[config.mk]
export PLATFORM = sky130hd
export DESIGN_NAME = ssgb_top
export DESIGN_NICKNAME = d
export VERILOG_FILES = /design/src/ssgb_pkg.sv /design/src/ssgb_top.sv /design/src/ssgb_perm.sv /design/src/ssgb_memtype.sv
export SDC_FILE = /design/constraint.sdc
export NUM_CORES = 1
export LEC_CHECK = 0
export BUFFER_PORTS_ARGS = -buffer_cell sky130_fd_sc_hd__buf_2
export CAP_MARGIN = 10
export CELL_PAD_IN_SITES_DETAIL_PLACEMENT = 0
export CELL_PAD_IN_SITES_GLOBAL_PLACEMENT = 1
export CORE_MARGIN = 2
export CORE_UTILIZATION = 50
export DETAILED_ROUTE_END_ITERATION = 12
export PLACE_DENSITY = 0.84
export SYNTH_ARGS = -nofsm -noshare
export SYNTH_HDL_FRONTEND = slang
export SYNTH_SLANG_ARGS = --single-unit
[constraint.sdc]
create_clock -name clk_sys_i -period 5.35 [get_ports clk_sys_i]
set_input_delay 1.07 -clock clk_sys_i [delete_from_list [all_inputs] [get_ports clk_sys_i]]
set_output_delay 1.07 -clock clk_sys_i [all_outputs]
set_load 0.005 [all_outputs]
[src/ssgb_pkg.sv]
// shared constants, register map and carrier types for the 1-GByte leaf entry decoder
package ssgb_pkg;

   ////////////////////////////////////////////////////////////////////////////////
   // register byte offsets on the avalon slave
   localparam logic [7:0] OFF_CMD = 8'h00;
   localparam logic [7:0] OFF_CTX = 8'h04;
   localparam logic [7:0] OFF_ENT_LO = 8'h08;
   localparam logic [7:0] OFF_ENT_HI = 8'h0C;
   localparam logic [7:0] OFF_IADDR_LO = 8'h10;
   localparam logic [7:0] OFF_IADDR_HI = 8'h14;
   localparam logic [7:0] OFF_REQ = 8'h18;
   localparam logic [7:0] OFF_STAT = 8'h1C;
   localparam logic [7:0] OFF_OADDR_LO = 8'h20;
   localparam logic [7:0] OFF_OADDR_HI = 8'h24;
   localparam logic [7:0] OFF_UENT_LO = 8'h28;
   localparam logic [7:0] OFF_UENT_HI = 8'h2C;

   // command register bit
   localparam int unsigned CMD_START_BIT = 0;

   ////////////////////////////////////////////////////////////////////////////////
   // entry field positions
   localparam int unsigned BIT_READ = 0;
   localparam int unsigned BIT_WRITE = 1;
   localparam int unsigned EMT_LO = 3;
   localparam int unsigned EMT_HI = 5;
   localparam int unsigned BIT_IGN_ATTR = 6;
   localparam int unsigned BIT_PAGE_SIZE = 7;
   localparam int unsigned BIT_ACCESSED = 8;
   localparam int unsigned BIT_DIRTY = 9;
   localparam int unsigned BIT_SNOOP = 11;
   localparam int unsigned BIT_IO_READ = 61;
   localparam int unsigned BIT_IO_WRITE = 62;
   localparam int unsigned RSV_TOP_BIT = 51;
   localparam logic [63:0] PAGE_OFS_MASK = 64'h0000_0000_3FFF_FFFF;
   localparam logic [63:0] RSV_LOW_MASK = 64'h0000_0000_3FFF_F000;
   localparam logic [63:0] RSV_TOP_MASK = 64'h000F_FFFF_FFFF_FFFF;

   // context encodings
   localparam logic [1:0] TTM_LEGACY = 2'h0;
   localparam logic [2:0] TRANSLATION_TYPE_SS_ONLY = 3'h2;
   localparam logic [2:0] TRANSLATION_TYPE_NESTED = 3'h3;

   // extended memory type encodings
   localparam logic [2:0] MT_UC = 3'h0;
   localparam logic [2:0] MT_WC = 3'h1;
   localparam logic [2:0] MT_WT = 3'h4;
   localparam logic [2:0] MT_WP = 3'h5;
   localparam logic [2:0] MT_WB = 3'h6;

   // reset values
   localparam logic [31:0] RST_WORD = 32'h0000_0000;

   ////////////////////////////////////////////////////////////////////////////////
   // walk state
   typedef enum logic [0:0] {
      ST_IDLE = 1'b0,
      ST_CALC = 1'b1
   } ssgb_state_t;

   // context and capability settings, CTX register bits 11:0 (msb first)
   typedef struct packed {
      logic snoop_ctl_support;
      logic second_stage_large_page_support;
      logic zero_len_read_support;
      logic io_rw_enable;
      logic coherent_dev;
      logic [2:0] translation_type;
      logic [1:0] table_mode;
      logic ext_mem_type_enable;
      logic second_stage_ad_enable;
   } ssgb_ctx_t;

   // request kind, REQ register bits 2:0
   typedef struct packed {
      logic zero_len;
      logic is_write;
      logic is_read;
   } ssgb_req_t;

   // decode result, STAT register bits 11:0
   typedef struct packed {
      logic [2:0] mem_type;
      logic pat_used;
      logic emt_rsvd;
      logic emt_used;
      logic snoop;
      logic success;
      logic wr_ok;
      logic rd_ok;
      logic rsvd_err;
      logic leaf;
   } ssgb_res_t;

   localparam int unsigned STAT_DONE_BIT = 12;

endpackage

[src/ssgb_top.sv]
// second-stage 1-GByte leaf entry decoder with avalon register slave
// Summary of operation
// - dirty bit 9 set once a write-seeking request translates through this entry
// - accessed bit 8 set when the entry is used for a translation
// - dirty and accessed bits ignored while access/dirty enable is 0
// - page size bit 7 at 1 marks a 1-GByte leaf, 0 a directory pointer
// - without 1-GByte large page support the page size bit must be 0
// - ignore-attribute bit ignored when memory type enable clear or table mode legacy
// - ignore-attribute bit applies only to nested walks from coherent devices
// - ignore-attribute 0 uses the attribute table, 1 excludes it
// - bits 5:3 give memory type for coherent second-stage-only or nested walks
// - type codes 0,1,4,5,6 valid; all other codes reserved
// - read and write bits ignored when I/O permission bits are enabled
// - I/O bits disabled: write bit 0 denies write
// - I/O bits disabled: read bit 0 denies read
// - zero-length reads skip the read check when the write bit is 1
// - bits host width-1 to 30 hold the page base; bits 51 down reserved
// - I/O bits enabled: bit 62 at 0 denies write; else bit 62 reserved
// - I/O bits enabled: bit 61 at 0 denies read; else ignored
// - bit 11 selects snooping; reserved 0 without snoop control
//
// Register access over Avalon-MM and the register addresses were chosen for this implementation.
`timescale 1ns/1ns
module ssgb_top #(
   parameter int unsigned HOST_ADDR_W = 48
) (
   // clock, reset, enable
   input wire logic clk_sys_i,
   input wire logic sys_rst_i,
   input wire logic ce_i,
   // avalon-mm slave
   input wire logic [7:0] avs_address_i,
   input wire logic avs_read_i,
   input wire logic avs_write_i,
   input wire logic [31:0] avs_writedata_i,
   input wire logic [3:0] avs_byteenable_i,
   output logic [31:0] avs_readdata_o,
   output logic avs_waitrequest_o,
   // walk status
   output logic busy_o,
   output logic done_o
);

   localparam logic [63:0] HOST_MASK = (64'h1 << HOST_ADDR_W) - 64'h1;
   localparam logic [63:0] RSV_HI = ssgb_pkg::RSV_TOP_MASK & ~HOST_MASK;

   ////////////////////////////////////////////////////////////////////////////////
   // byte-lane merge for register writes
   function automatic logic [31:0] be_merge(input logic [31:0] old,
                                            input logic [31:0] wd,
                                            input logic [3:0] be);
      logic [31:0] res;
      res = old;
      for (int i = 0; i < 4; i++) begin
         if (be[i]) begin
            res[i*8 +: 8] = wd[i*8 +: 8];
         end
      end
      return res;
   endfunction

   ////////////////////////////////////////////////////////////////////////////////
   // bus handshake: one wait state, then waitrequest drops for one cycle
   logic ack_r;
   logic ack_nxt;
   logic wait_r;
   logic wait_nxt;
   logic [31:0] rdata_r;
   logic [31:0] rdata_nxt;
   logic wr_go;
   logic start_go;

   // register file
   ssgb_pkg::ssgb_ctx_t ctx_r;
   ssgb_pkg::ssgb_ctx_t ctx_nxt;
   ssgb_pkg::ssgb_req_t req_r;
   ssgb_pkg::ssgb_req_t req_nxt;
   logic [63:0] ent_r;
   logic [63:0] ent_nxt;
   logic [63:0] iaddr_r;
   logic [63:0] iaddr_nxt;

   // walk state and results
   ssgb_pkg::ssgb_state_t st_r;
   ssgb_pkg::ssgb_state_t st_nxt;
   ssgb_pkg::ssgb_res_t res_r;
   ssgb_pkg::ssgb_res_t res_nxt;
   logic done_r;
   logic done_nxt;
   logic [63:0] oaddr_r;
   logic [63:0] oaddr_nxt;
   logic [63:0] uent_r;
   logic [63:0] uent_nxt;

   // submodule results
   logic rd_ok_w;
   logic wr_ok_w;
   logic emt_used_w;
   logic emt_rsvd_w;
   logic pat_used_w;
   logic [2:0] mem_type_w;

   // entry checks
   logic leaf;
   logic rsvd_err;
   logic req_ok;
   logic success;
   logic [31:0] stat_word;

   ////////////////////////////////////////////////////////////////////////////////
   // request accepted on first cycle, answered with registered data next cycle
   always_comb begin
      ack_nxt = (avs_read_i || avs_write_i) && !ack_r;
      wait_nxt = !ack_nxt;
      wr_go = avs_write_i && ack_r;
      start_go = wr_go && (avs_address_i == ssgb_pkg::OFF_CMD)
         && avs_byteenable_i[0] && avs_writedata_i[ssgb_pkg::CMD_START_BIT];
      stat_word = {19'h0, done_r, res_r};
      rdata_nxt = rdata_r;
      if (ack_nxt && avs_read_i) begin
         if (avs_address_i == ssgb_pkg::OFF_CMD) begin
            rdata_nxt = {31'h0, st_r == ssgb_pkg::ST_CALC};
         end else if (avs_address_i == ssgb_pkg::OFF_CTX) begin
            rdata_nxt = {20'h0, ctx_r};
         end else if (avs_address_i == ssgb_pkg::OFF_ENT_LO) begin
            rdata_nxt = ent_r[31:0];
         end else if (avs_address_i == ssgb_pkg::OFF_ENT_HI) begin
            rdata_nxt = ent_r[63:32];
         end else if (avs_address_i == ssgb_pkg::OFF_IADDR_LO) begin
            rdata_nxt = iaddr_r[31:0];
         end else if (avs_address_i == ssgb_pkg::OFF_IADDR_HI) begin
            rdata_nxt = iaddr_r[63:32];
         end else if (avs_address_i == ssgb_pkg::OFF_REQ) begin
            rdata_nxt = {29'h0, req_r};
         end else if (avs_address_i == ssgb_pkg::OFF_STAT) begin
            rdata_nxt = stat_word;
         end else if (avs_address_i == ssgb_pkg::OFF_OADDR_LO) begin
            rdata_nxt = oaddr_r[31:0];
         end else if (avs_address_i == ssgb_pkg::OFF_OADDR_HI) begin
            rdata_nxt = oaddr_r[63:32];
         end else if (avs_address_i == ssgb_pkg::OFF_UENT_LO) begin
            rdata_nxt = uent_r[31:0];
         end else if (avs_address_i == ssgb_pkg::OFF_UENT_HI) begin
            rdata_nxt = uent_r[63:32];
         end else begin
            rdata_nxt = ssgb_pkg::RST_WORD; // unmapped reads as zero
         end
      end
   end

   // setup writes; ignored mid-walk so the decode inputs never tear
   always_comb begin
      ctx_nxt = ctx_r;
      req_nxt = req_r;
      ent_nxt = ent_r;
      iaddr_nxt = iaddr_r;
      if (wr_go && (st_r == ssgb_pkg::ST_IDLE)) begin
         if (avs_address_i == ssgb_pkg::OFF_CTX) begin
            ctx_nxt = 12'(be_merge({20'h0, ctx_r}, avs_writedata_i, avs_byteenable_i));
         end else if (avs_address_i == ssgb_pkg::OFF_ENT_LO) begin
            ent_nxt[31:0] = be_merge(ent_r[31:0], avs_writedata_i, avs_byteenable_i);
         end else if (avs_address_i == ssgb_pkg::OFF_ENT_HI) begin
            ent_nxt[63:32] = be_merge(ent_r[63:32], avs_writedata_i, avs_byteenable_i);
         end else if (avs_address_i == ssgb_pkg::OFF_IADDR_LO) begin
            iaddr_nxt[31:0] = be_merge(iaddr_r[31:0], avs_writedata_i, avs_byteenable_i);
         end else if (avs_address_i == ssgb_pkg::OFF_IADDR_HI) begin
            iaddr_nxt[63:32] = be_merge(iaddr_r[63:32], avs_writedata_i, avs_byteenable_i);
         end else if (avs_address_i == ssgb_pkg::OFF_REQ) begin
            req_nxt = 3'(be_merge({29'h0, req_r}, avs_writedata_i, avs_byteenable_i));
         end
      end
   end

   ////////////////////////////////////////////////////////////////////////////////
   // permission and memory type decode, one registered stage each
   ssgb_perm u_perm (
      .clk_sys_i(clk_sys_i),
      .sys_rst_i(sys_rst_i),
      .ce_i(ce_i),
      .entry_i(ent_r),
      .ctx_i(ctx_r),
      .req_i(req_r),
      .rd_ok_o(rd_ok_w),
      .wr_ok_o(wr_ok_w)
   );

   ssgb_memtype u_memtype (
      .clk_sys_i(clk_sys_i),
      .sys_rst_i(sys_rst_i),
      .ce_i(ce_i),
      .entry_i(ent_r),
      .ctx_i(ctx_r),
      .emt_used_o(emt_used_w),
      .emt_rsvd_o(emt_rsvd_w),
      .pat_used_o(pat_used_w),
      .mem_type_o(mem_type_w)
   );

   // leaf and reserved checks, translation and flag update
   always_comb begin
      leaf = ent_r[ssgb_pkg::BIT_PAGE_SIZE];
      rsvd_err = (|(ent_r & RSV_HI))
         || (|(ent_r & ssgb_pkg::RSV_LOW_MASK))
         || (!ctx_r.io_rw_enable && ent_r[ssgb_pkg::BIT_IO_WRITE])
         || (!ctx_r.snoop_ctl_support && ent_r[ssgb_pkg::BIT_SNOOP])
         || (!ctx_r.second_stage_large_page_support
             && ent_r[ssgb_pkg::BIT_PAGE_SIZE])
         || emt_rsvd_w;
      req_ok = (!req_r.is_read || rd_ok_w) && (!req_r.is_write || wr_ok_w);
      success = leaf && !rsvd_err && req_ok;
      st_nxt = st_r;
      done_nxt = done_r;
      res_nxt = res_r;
      oaddr_nxt = oaddr_r;
      uent_nxt = uent_r;
      case (st_r)
         ssgb_pkg::ST_IDLE: begin
            if (start_go) begin
               st_nxt = ssgb_pkg::ST_CALC;
               done_nxt = 1'b0;
            end
         end
         ssgb_pkg::ST_CALC: begin
            st_nxt = ssgb_pkg::ST_IDLE;
            done_nxt = 1'b1;
            res_nxt.leaf = leaf;
            res_nxt.rsvd_err = rsvd_err;
            res_nxt.rd_ok = rd_ok_w;
            res_nxt.wr_ok = wr_ok_w;
            res_nxt.success = success;
            res_nxt.snoop = ctx_r.snoop_ctl_support && ent_r[ssgb_pkg::BIT_SNOOP];
            res_nxt.emt_used = emt_used_w;
            res_nxt.emt_rsvd = emt_rsvd_w;
            res_nxt.pat_used = pat_used_w;
            res_nxt.mem_type = mem_type_w;
            // walk stops here: base from the entry, offset from the input
            oaddr_nxt = success ? ((ent_r & HOST_MASK & ~ssgb_pkg::PAGE_OFS_MASK)
               | (iaddr_r & ssgb_pkg::PAGE_OFS_MASK)) : 64'h0;
            uent_nxt = ent_r;
            if (ctx_r.second_stage_ad_enable && success) begin
               uent_nxt[ssgb_pkg::BIT_ACCESSED] = 1'b1;
               if (req_r.is_write) begin
                  uent_nxt[ssgb_pkg::BIT_DIRTY] = 1'b1;
               end
            end
         end
         default: begin
            st_nxt = ssgb_pkg::ST_IDLE;
         end
      endcase
   end

   ////////////////////////////////////////////////////////////////////////////////
   // all state frozen while the clock enable is low
   always_ff @(posedge clk_sys_i) begin
      if (sys_rst_i) begin
         ack_r <= 1'b0;
         wait_r <= 1'b1;
         rdata_r <= ssgb_pkg::RST_WORD;
         ctx_r <= '0;
         req_r <= '0;
         ent_r <= 64'h0;
         iaddr_r <= 64'h0;
         st_r <= ssgb_pkg::ST_IDLE;
         res_r <= '0;
         done_r <= 1'b0;
         oaddr_r <= 64'h0;
         uent_r <= 64'h0;
      end else if (ce_i) begin
         ack_r <= ack_nxt;
         wait_r <= wait_nxt;
         rdata_r <= rdata_nxt;
         ctx_r <= ctx_nxt;
         req_r <= req_nxt;
         ent_r <= ent_nxt;
         iaddr_r <= iaddr_nxt;
         st_r <= st_nxt;
         res_r <= res_nxt;
         done_r <= done_nxt;
         oaddr_r <= oaddr_nxt;
         uent_r <= uent_nxt;
      end
   end

   assign avs_readdata_o = rdata_r;
   assign avs_waitrequest_o = wait_r;
   assign busy_o = (st_r == ssgb_pkg::ST_CALC);
   assign done_o = done_r;

   logic cap;
   assign cap = (st_r == ssgb_pkg::ST_CALC) && ce_i;
endmodule

[src/ssgb_perm.sv]
// read and write permission decode of a 1-GByte leaf entry
`timescale 1ns/1ns
module ssgb_perm (
   // clock, reset, enable
   input wire logic clk_sys_i,
   input wire logic sys_rst_i,
   input wire logic ce_i,
   // entry and request
   input wire logic [63:0] entry_i,
   input wire ssgb_pkg::ssgb_ctx_t ctx_i,
   input wire ssgb_pkg::ssgb_req_t req_i,
   // decisions
   output logic rd_ok_o,
   output logic wr_ok_o
);

   logic rd_ok_r;
   logic rd_ok_nxt;
   logic wr_ok_r;
   logic wr_ok_nxt;
   logic wbit;
   logic rbit;
   logic zlr_skip;

   // pick the active bit pair, then exempt zero-length reads
   always_comb begin
      wbit = ctx_i.io_rw_enable ? entry_i[ssgb_pkg::BIT_IO_WRITE]
                                : entry_i[ssgb_pkg::BIT_WRITE];
      rbit = ctx_i.io_rw_enable ? entry_i[ssgb_pkg::BIT_IO_READ]
                                : entry_i[ssgb_pkg::BIT_READ];
      // read check waived only when the granting write bit is set
      zlr_skip = ctx_i.zero_len_read_support && req_i.zero_len && wbit;
      wr_ok_nxt = wbit;
      rd_ok_nxt = rbit || zlr_skip;
   end

   // registered decisions
   always_ff @(posedge clk_sys_i) begin
      if (sys_rst_i) begin
         rd_ok_r <= 1'b0;
         wr_ok_r <= 1'b0;
      end else if (ce_i) begin
         rd_ok_r <= rd_ok_nxt;
         wr_ok_r <= wr_ok_nxt;
      end
   end

   assign rd_ok_o = rd_ok_r;
   assign wr_ok_o = wr_ok_r;

endmodule

[src/ssgb_memtype.sv]
// extended memory type and attribute table use for a 1-GByte leaf entry
`timescale 1ns/1ns
module ssgb_memtype (
   // clock, reset, enable
   input wire logic clk_sys_i,
   input wire logic sys_rst_i,
   input wire logic ce_i,
   // entry and context
   input wire logic [63:0] entry_i,
   input wire ssgb_pkg::ssgb_ctx_t ctx_i,
   // results
   output logic emt_used_o,
   output logic emt_rsvd_o,
   output logic pat_used_o,
   output logic [2:0] mem_type_o
);

   logic emt_used_r;
   logic emt_used_nxt;
   logic emt_rsvd_r;
   logic emt_rsvd_nxt;
   logic pat_used_r;
   logic pat_used_nxt;
   logic [2:0] mem_type_r;
   logic [2:0] mem_type_nxt;
   logic ignore_attr_table_bit_act;
   logic [2:0] code;
   logic code_ok;

   // field only counts for coherent-domain second-stage-only or nested walks
   always_comb begin
      code = entry_i[ssgb_pkg::EMT_HI:ssgb_pkg::EMT_LO];
      emt_used_nxt = ctx_i.ext_mem_type_enable && ctx_i.coherent_dev
         && (ctx_i.table_mode != ssgb_pkg::TTM_LEGACY)
         && ((ctx_i.translation_type == ssgb_pkg::TRANSLATION_TYPE_SS_ONLY)
             || (ctx_i.translation_type == ssgb_pkg::TRANSLATION_TYPE_NESTED));
      ignore_attr_table_bit_act = emt_used_nxt
         && (ctx_i.translation_type == ssgb_pkg::TRANSLATION_TYPE_NESTED);
      pat_used_nxt = !(ignore_attr_table_bit_act && entry_i[ssgb_pkg::BIT_IGN_ATTR]);
      code_ok = (code == ssgb_pkg::MT_UC) || (code == ssgb_pkg::MT_WC)
         || (code == ssgb_pkg::MT_WT) || (code == ssgb_pkg::MT_WP)
         || (code == ssgb_pkg::MT_WB);
      emt_rsvd_nxt = emt_used_nxt && !code_ok;
      // an ignored field reports uncacheable rather than stale bits
      mem_type_nxt = emt_used_nxt ? code : ssgb_pkg::MT_UC;
   end

   // registered results
   always_ff @(posedge clk_sys_i) begin
      if (sys_rst_i) begin
         emt_used_r <= 1'b0;
         emt_rsvd_r <= 1'b0;
         pat_used_r <= 1'b1;
         mem_type_r <= 3'h0;
      end else if (ce_i) begin
         emt_used_r <= emt_used_nxt;
         emt_rsvd_r <= emt_rsvd_nxt;
         pat_used_r <= pat_used_nxt;
         mem_type_r <= mem_type_nxt;
      end
   end

   assign emt_used_o = emt_used_r;
   assign emt_rsvd_o = emt_rsvd_r;
   assign pat_used_o = pat_used_r;
   assign mem_type_o = mem_type_r;

endmodule

**Word level (Yosys, flattened, before mapping)**

Cells that the tools add are included.

- Bits in registers: 327
- Input bits: 49
- Output and inout bits: 35
- Word-level logic and storage cells: 172

- Eq/ne operators: 18
- Mux-type cells: 22
- Bitwise operators: 7
- Reductions and logical operators: 74

Operators by type and width:

| cell | count |
|---|---|
| 2-to-1 mux 32 bit | 12 |
| 2-to-1 mux 48 bit | 1 |
| OR 48 x 30 -> 48 bit | 1 |
| == test 8 x 5 -> 1 bit (second input constant) | 4 |
| == test 8 x 6 -> 1 bit (second input constant) | 4 |
| AND reduction 8 bit | 4 |
| AND reduction 7 bit | 4 |
| AND reduction 6 bit | 4 |
| logical AND 1 bit | 23 |
| AND reduction 5 bit | 4 |
| OR reduction 18 bit | 1 |
| == test 8 x 4 -> 1 bit (second input constant) | 2 |
| logical OR 1 bit | 14 |
| logical NOT 1 bit | 10 |
| == test 3 bit (second input constant) | 3 |
| AND reduction 9 bit | 1 |
| == test 8 x 3 -> 1 bit (second input constant) | 1 |
| logical NOT 8 bit | 1 |
| AND reduction 4 bit | 2 |
| == test 3 x 2 -> 1 bit (second input constant) | 2 |
| NOT 1 bit | 6 |
| AND reduction 2 bit | 3 |
| 2-to-1 mux 1 bit | 5 |
| one-hot mux 1 bit (2 select lines) | 2 |
| other kinds (7) | 7 |

**Depth between registers and ports, before layout**

- Depth after elaboration: 13
- Gate-level depth with buffers: 8

**By module**

Synthesis repeated with hierarchy kept, for this count alone.

- Cells, all modules: 1682
- Area total of the unflattened synthesis: 13535.5 µm²

By module, submodules not included:

| module | instances | cells each | area each (µm²) |
|---|---|---|---|
| ssgb_top | 1 | 1647 | 13162.6 |
| ssgb_memtype | 1 | 26 | 275.3 |
| ssgb_perm | 1 | 9 | 97.6 |

**Worst setup path before layout**

No wires, ideal clock.

- Kind: input-to-reg
- Start: in avs_address_i[0]
- End: reg iaddr_r[32]
- Setup time: 0.128 ns
- Data arrival time: 2.637 ns
- Path slack: 2.585 ns
- Stages: 7
- Buffers on the path: 3
- Cell sequence: buf_2 -> or4b_1 -> buf_2 -> buf_6 -> nor3_4 -> mux2i_1 -> nor2_1

- Longest elaborated chain between the ends: 3

Ends and longest elaborated chain:

| what | line | RTL |
|---|---|---|
| from (decl) | ssgb_top.sv:32 | `input wire logic [7:0] avs_address_i,` |
| == test 8 x 5 -> 1 bit, or another cell as far along | ssgb_top.sv:164 | `end else if (avs_address_i == ssgb_pkg::OFF_IADDR_LO) begin` |
| NOT 1 bit (no line) | -- |  |
| AND reduction 8 bit (no line) * | -- |  |
| to (signal assigned) | ssgb_top.sv:276 | `iaddr_r <= iaddr_nxt;` |
| to (decl) | ssgb_top.sv:80 | `logic [63:0] iaddr_r;` |

Every way passes the cells marked *; elsewhere a longest branch is shown, timed or not.
A chain may end at the register's enable or synchronous reset.

**Final worst setup path**

- Start: reg ent_r[25]
- End: reg oaddr_r[11]

- Longest elaborated chain between the ends: 10

Ends and longest elaborated chain:

| what | line | RTL |
|---|---|---|
| from (decl) | ssgb_top.sv:78 | `logic [63:0] ent_r;` |
| from (signal assigned) | ssgb_top.sv:275 | `ent_r <= ent_nxt;` |
| OR reduction 18 bit | ssgb_top.sv:203 | `\|\| (\|(ent_r & ssgb_pkg::RSV_LOW_MASK))` |
| logical OR 1 bit | ssgb_top.sv:203 |  |
| logical OR 1 bit | ssgb_top.sv:204 | `\|\| (!ctx_r.io_rw_enable && ent_r[ssgb_pkg::BIT_IO_WRITE])` |
| logical OR 1 bit | ssgb_top.sv:205 | `\|\| (!ctx_r.snoop_ctl_support && ent_r[ssgb_pkg::BIT_SNOOP])` |
| logical OR 1 bit | ssgb_top.sv:206 | `\|\| (!ctx_r.second_stage_large_page_support` |
| logical OR 1 bit | ssgb_top.sv:208 | `\|\| emt_rsvd_w;` |
| logical NOT 1 bit | ssgb_top.sv:210 | `success = leaf && !rsvd_err && req_ok;` |
| logical AND 1 bit (2 in series) | ssgb_top.sv:210 |  |
| 2-to-1 mux 48 bit | ssgb_top.sv:237 | `oaddr_nxt = success ? ((ent_r & HOST_MASK & ~ssgb_pkg::PAGE_OFS_MASK)` |
| to (signal assigned) | ssgb_top.sv:280 | `oaddr_r <= oaddr_nxt;` |
| to (decl) | ssgb_top.sv:90 | `logic [63:0] oaddr_r;` |

Every way passes these cells.

==> impl_metrics.py <==
metrics = {
    "yosys": {
        "synthesis.nets": 1678,
        "synth_edf_count": 0,
        "yosysSeqAreaShare": 0.455,
        "netlist_area_mm2": 0.0136,
        "synth-main-ff-cell": "dfxtp_1",
        "netlist_instances": 1629,
        "synth-async-reset-ratio": 0,
        "yosysTopAreaCellShare": 0.455,
        "yosysWarnings": 0,
        "avgSynthCellArea_um2": 8.37,
        "synth-seq-cells": 310,
        "yosys.area.top_type": "dfxtp_1",
        "synth_cell_types": 69,
        "synthTopCellsByArea": "dfxtp_1 46%, nand2_1 8.6%, a21oi_1 7.3%, mux2i_1 5.3%, nand3_1 3.3%",
    },
    "clocking": {
        "cts_sinks": 310,
        "ctsResizeCount": 0,
        "tritoncts": "yes",
        "clock_latency_ps": 530,
        "htreeDepth": 2,
        "clk_pin_slew_ps": 60,
        "cts_buffer_depth": 3,
        "post-cts-setup-buffers": 0,
        "cts-root-buf": "clkbuf_16",
        "cts-buffers-inserted": 35,
        "hold_buffers": 0,
    },
    "run_status": {
        "status": "completed",
    },
    "setup_path": {
        "worstPathArrival_ps": 4060,
        "crit_family": "simple AND/OR/NAND/NOR gates",
        "timing.rr.start": "ent_r[25]",
        "ff2ff_path_depth": 6,
        "critical_path.startpoint_type": "flop",
        "crit_slowest_cell": "and3_2",
        "path_class": "flop to flop",
        "crit_chain": "nor4_1 -> nand4_1 -> a2111oi_0 -> and3_2 -> buf_4 -> a22o_1",
        "crit_path_max_incr_delay_ps": 960,
        "crit_path_max_fanout": 32,
        "regToRegSetupSlack_ps": 1740,
        "startpoint": "ent_r[25]",
        "critPathRequiredTime_ps": 5810,
        "crit_path_end_kind": "flop",
        "critPathBufInv": 1,
        "r2r-end": "oaddr_r[11]",
    },
    "routing": {
        "drc": 0,
        "drtAntennaViolNets": 0,
        "vias": 12802,
        "first_iter_violations": 1372,
        "drt-pass1-iter-count": 5,
        "post_drt_wl_per_cell_um": 22.9,
        "routed_via_density": 6.36,
        "finalWirelength_um": 46200,
    },
    "placed_design": {
        "place_hpwl_um": 28300,
        "gp_congestion": 0.853,
        "dp_cells": 1950,
        "port_buffers": 83,
    },
    "floorplan": {
        "io_pins": 84,
        "dieWidth_um": 169,
        "core-area_mm2": 0.0269,
        "fp-row-count": 60,
        "die_h_um": 169,
        "dieArea_mm2": 0.0286,
        "floorplan.initialDensity": 0.507,
    },
    "min_path": {
        "holdPathStages": 2,
        "min_path_type": "flop to flop",
        "min_from": "uent_r[0]",
        "whs_endpoint": "uent_r[0]",
    },
    "global_routing": {
        "grt-ovfl-total": 0,
        "grt_pass1_vias": 11974,
        "grtUsageTotal": 0.316,
        "grt_pass1_wl_um": 70400,
        "grt_max_degree": 100,
        "antenna_found_initial": 1,
    },
    "sta": {
        "fin_skew_ps": 14.1,
        "hold_viol_final": 0,
        "fin_crit_ps": 3610,
        "rsz0062_at_grt": "no",
        "fin_crit_sh": 0.674,
        "fin_setup_tns_ps": 0,
        "setup_viol": 0,
        "slew_viol_final": 0,
        "slew_headroom": 0.266,
        "tightest_slew_ps": 1090,
        "max_freq_ghz": 0.277,
    },
    "power": {
        "p_per_area_mw_per_mm2": 321,
        "ir_drop_mv": 0.207,
        "p_leak_nw": 5.51,
    },
    "cells_and_area": {
        "nFillCells": 2514,
        "drive_above_1_share": 0.138,
        "stdcell_count": 2013,
        "n_antenna_cell": 0,
        "syn2layout_area_growth_pct": 12.7,
        "finalNetCount": 1695,
    },
    "job": {
        "drv_cap": 0,
    },
}
==> worst max path at each step <==
| stage | to | depth (start not counted) |
|---|---|---|
| after global routing | oaddr_r[40] | 6 |
| after detailed placement | iaddr_r[54] | 6 |
| after CTS | oaddr_r[8] | 6 |
| final | oaddr_r[11] | 6 |
| after global placement | iaddr_r[48] | 6 |
| after floorplan | iaddr_r[32] | 7 |
==> synth_stat cells, types with 4 or more instances <==
| cell | instances |
|---|---|
| mux2i_1 | 72 |
| nor4_1 | 6 |
| a21oi_1 | 199 |
| nand2b_1 | 6 |
| nor2b_1 | 17 |
| a31oi_1 | 18 |
| o22a_1 | 15 |
| o22ai_1 | 17 |
| a221oi_1 | 13 |
| and3_1 | 5 |
| a211oi_1 | 6 |
| buf_2 | 29 |
| nand3_1 | 89 |
| inv_1 | 7 |
| nor2_1 | 103 |
| a22oi_1 | 40 |
| a21o_1 | 15 |
| o211ai_1 | 16 |
| buf_1 | 10 |
| o31ai_1 | 5 |
| nor3_1 | 25 |
| mux2_2 | 33 |
| and2_1 | 4 |
| o2111ai_1 | 5 |
| nand2_1 | 311 |
| clkbuf_1 | 90 |
| nor2_2 | 5 |
| dfxtp_1 | 310 |
| nor4b_1 | 5 |
| o21ai_0 | 47 |
| a22o_1 | 48 |
| buf_6 | 4 |
==> metal layers <==
metal / share of wire / vias up / track usage
li1: - / 5844 / -
met1: 0.42 / 6210 / 0.416
met2: 0.47 / 614 / 0.523
met3: 0.075 / 134 / 0.0426
met4: 0.037 / 0 / 0.133
met5: 0 / - / 0
==> power by group <==
| part | internal (W) | leakage [nW] | switching, W | total [W] |
|---|---|---|---|---|
| registers | 0.00231 | 2.50 | 0.00000257 | 0.00231 |
| clock network | 0.00141 | 0.574 | 0.000992 | 0.00240 |
| logic | 0.0000527 | 2.44 | 0.000168 | 0.000221 |
==> registers in the layout (all words and copies together) (netlist names), 3 cells and up <==
name                  flops
avs_readdata_o           32
ctx_r                    12
ent_r                    64
iaddr_r                  64
oaddr_r                  48
req_r                     3
res_r                    11
u_memtype.mem_type_o      3
uent_r                   64
==> worst register-to-register path, delay by kind of cell, from the launching register on <==
family,cells,cell delay [ps]
AND/OR/NAND/NOR,3,1890
AO/OA/AOI/OAI,2,850
flip-flops,1,360
buffers and inverters,1,430
==> stage by stage <==
stage | hold WS (ps) | utilization | total power, W | instance area, µm² | setup WS, ps
after floorplan | 426 | - | 0.00248 | 13600 | 2590
final | 451 | 0.571 | 0.00493 | 15400 | 1740
after CTS | 452 | 0.571 | 0.00495 | 15400 | 1750
after global placement | 439 | 0.529 | 0.00258 | 14200 | 1510
after global routing | 466 | 0.571 | 0.00506 | 15400 | 1470
after detailed placement | 444 | 0.529 | 0.00258 | 14200 | 1470
==> cell usage in the layout, fill, tap and decap left out, types with 7 or more instances in the layout <==
cell and count:
nand2_1 310, dfxtp_1 310, a21oi_1 198, nor2_1 100, nand3_1 89, buf_2 81, mux2i_1 72, a22o_1 48
o21ai_0 47, a22oi_1 40, clkbuf_16 36, mux2_2 33, buf_4 31, nor3_1 25, a31oi_1 18, o22ai_1 17
nor2b_1 17, o211ai_1 16, a21o_1 15, o22a_1 15, a221oi_1 13, clkinv_2 11, inv_1 7
==> cell families (layout without fill, tap and decap cells) <==
| kind of cell | Yosys count | after routing | share of synthesized area |
|---|---|---|---|
| buffers and inverters | 142 | 185 | 0.0442 |
| multiplexers | 107 | 107 | 0.0834 |
| flip-flops | 310 | 310 | 0.455 |
| AND/OR/NAND/NOR | 605 | 605 | 0.200 |
| AO/OA/AOI/OAI | 465 | 465 | 0.217 |
==> final cells by class <==
class | count | area (µm²) | share of cell area
timing repair buffer | 114 | 672 | 0.0437
clock inverter | 16 | 149 | 0.00969
multi-input combinational | 1177 | 6880 | 0.448
sequential | 310 | 6210 | 0.404
inverter | 8 | 30.0 | 0.00196
clock buffer | 47 | 992 | 0.0646
tap | 341 | 427 | 0.0278
No activity file was read; power rests on OpenSTA's default activity.
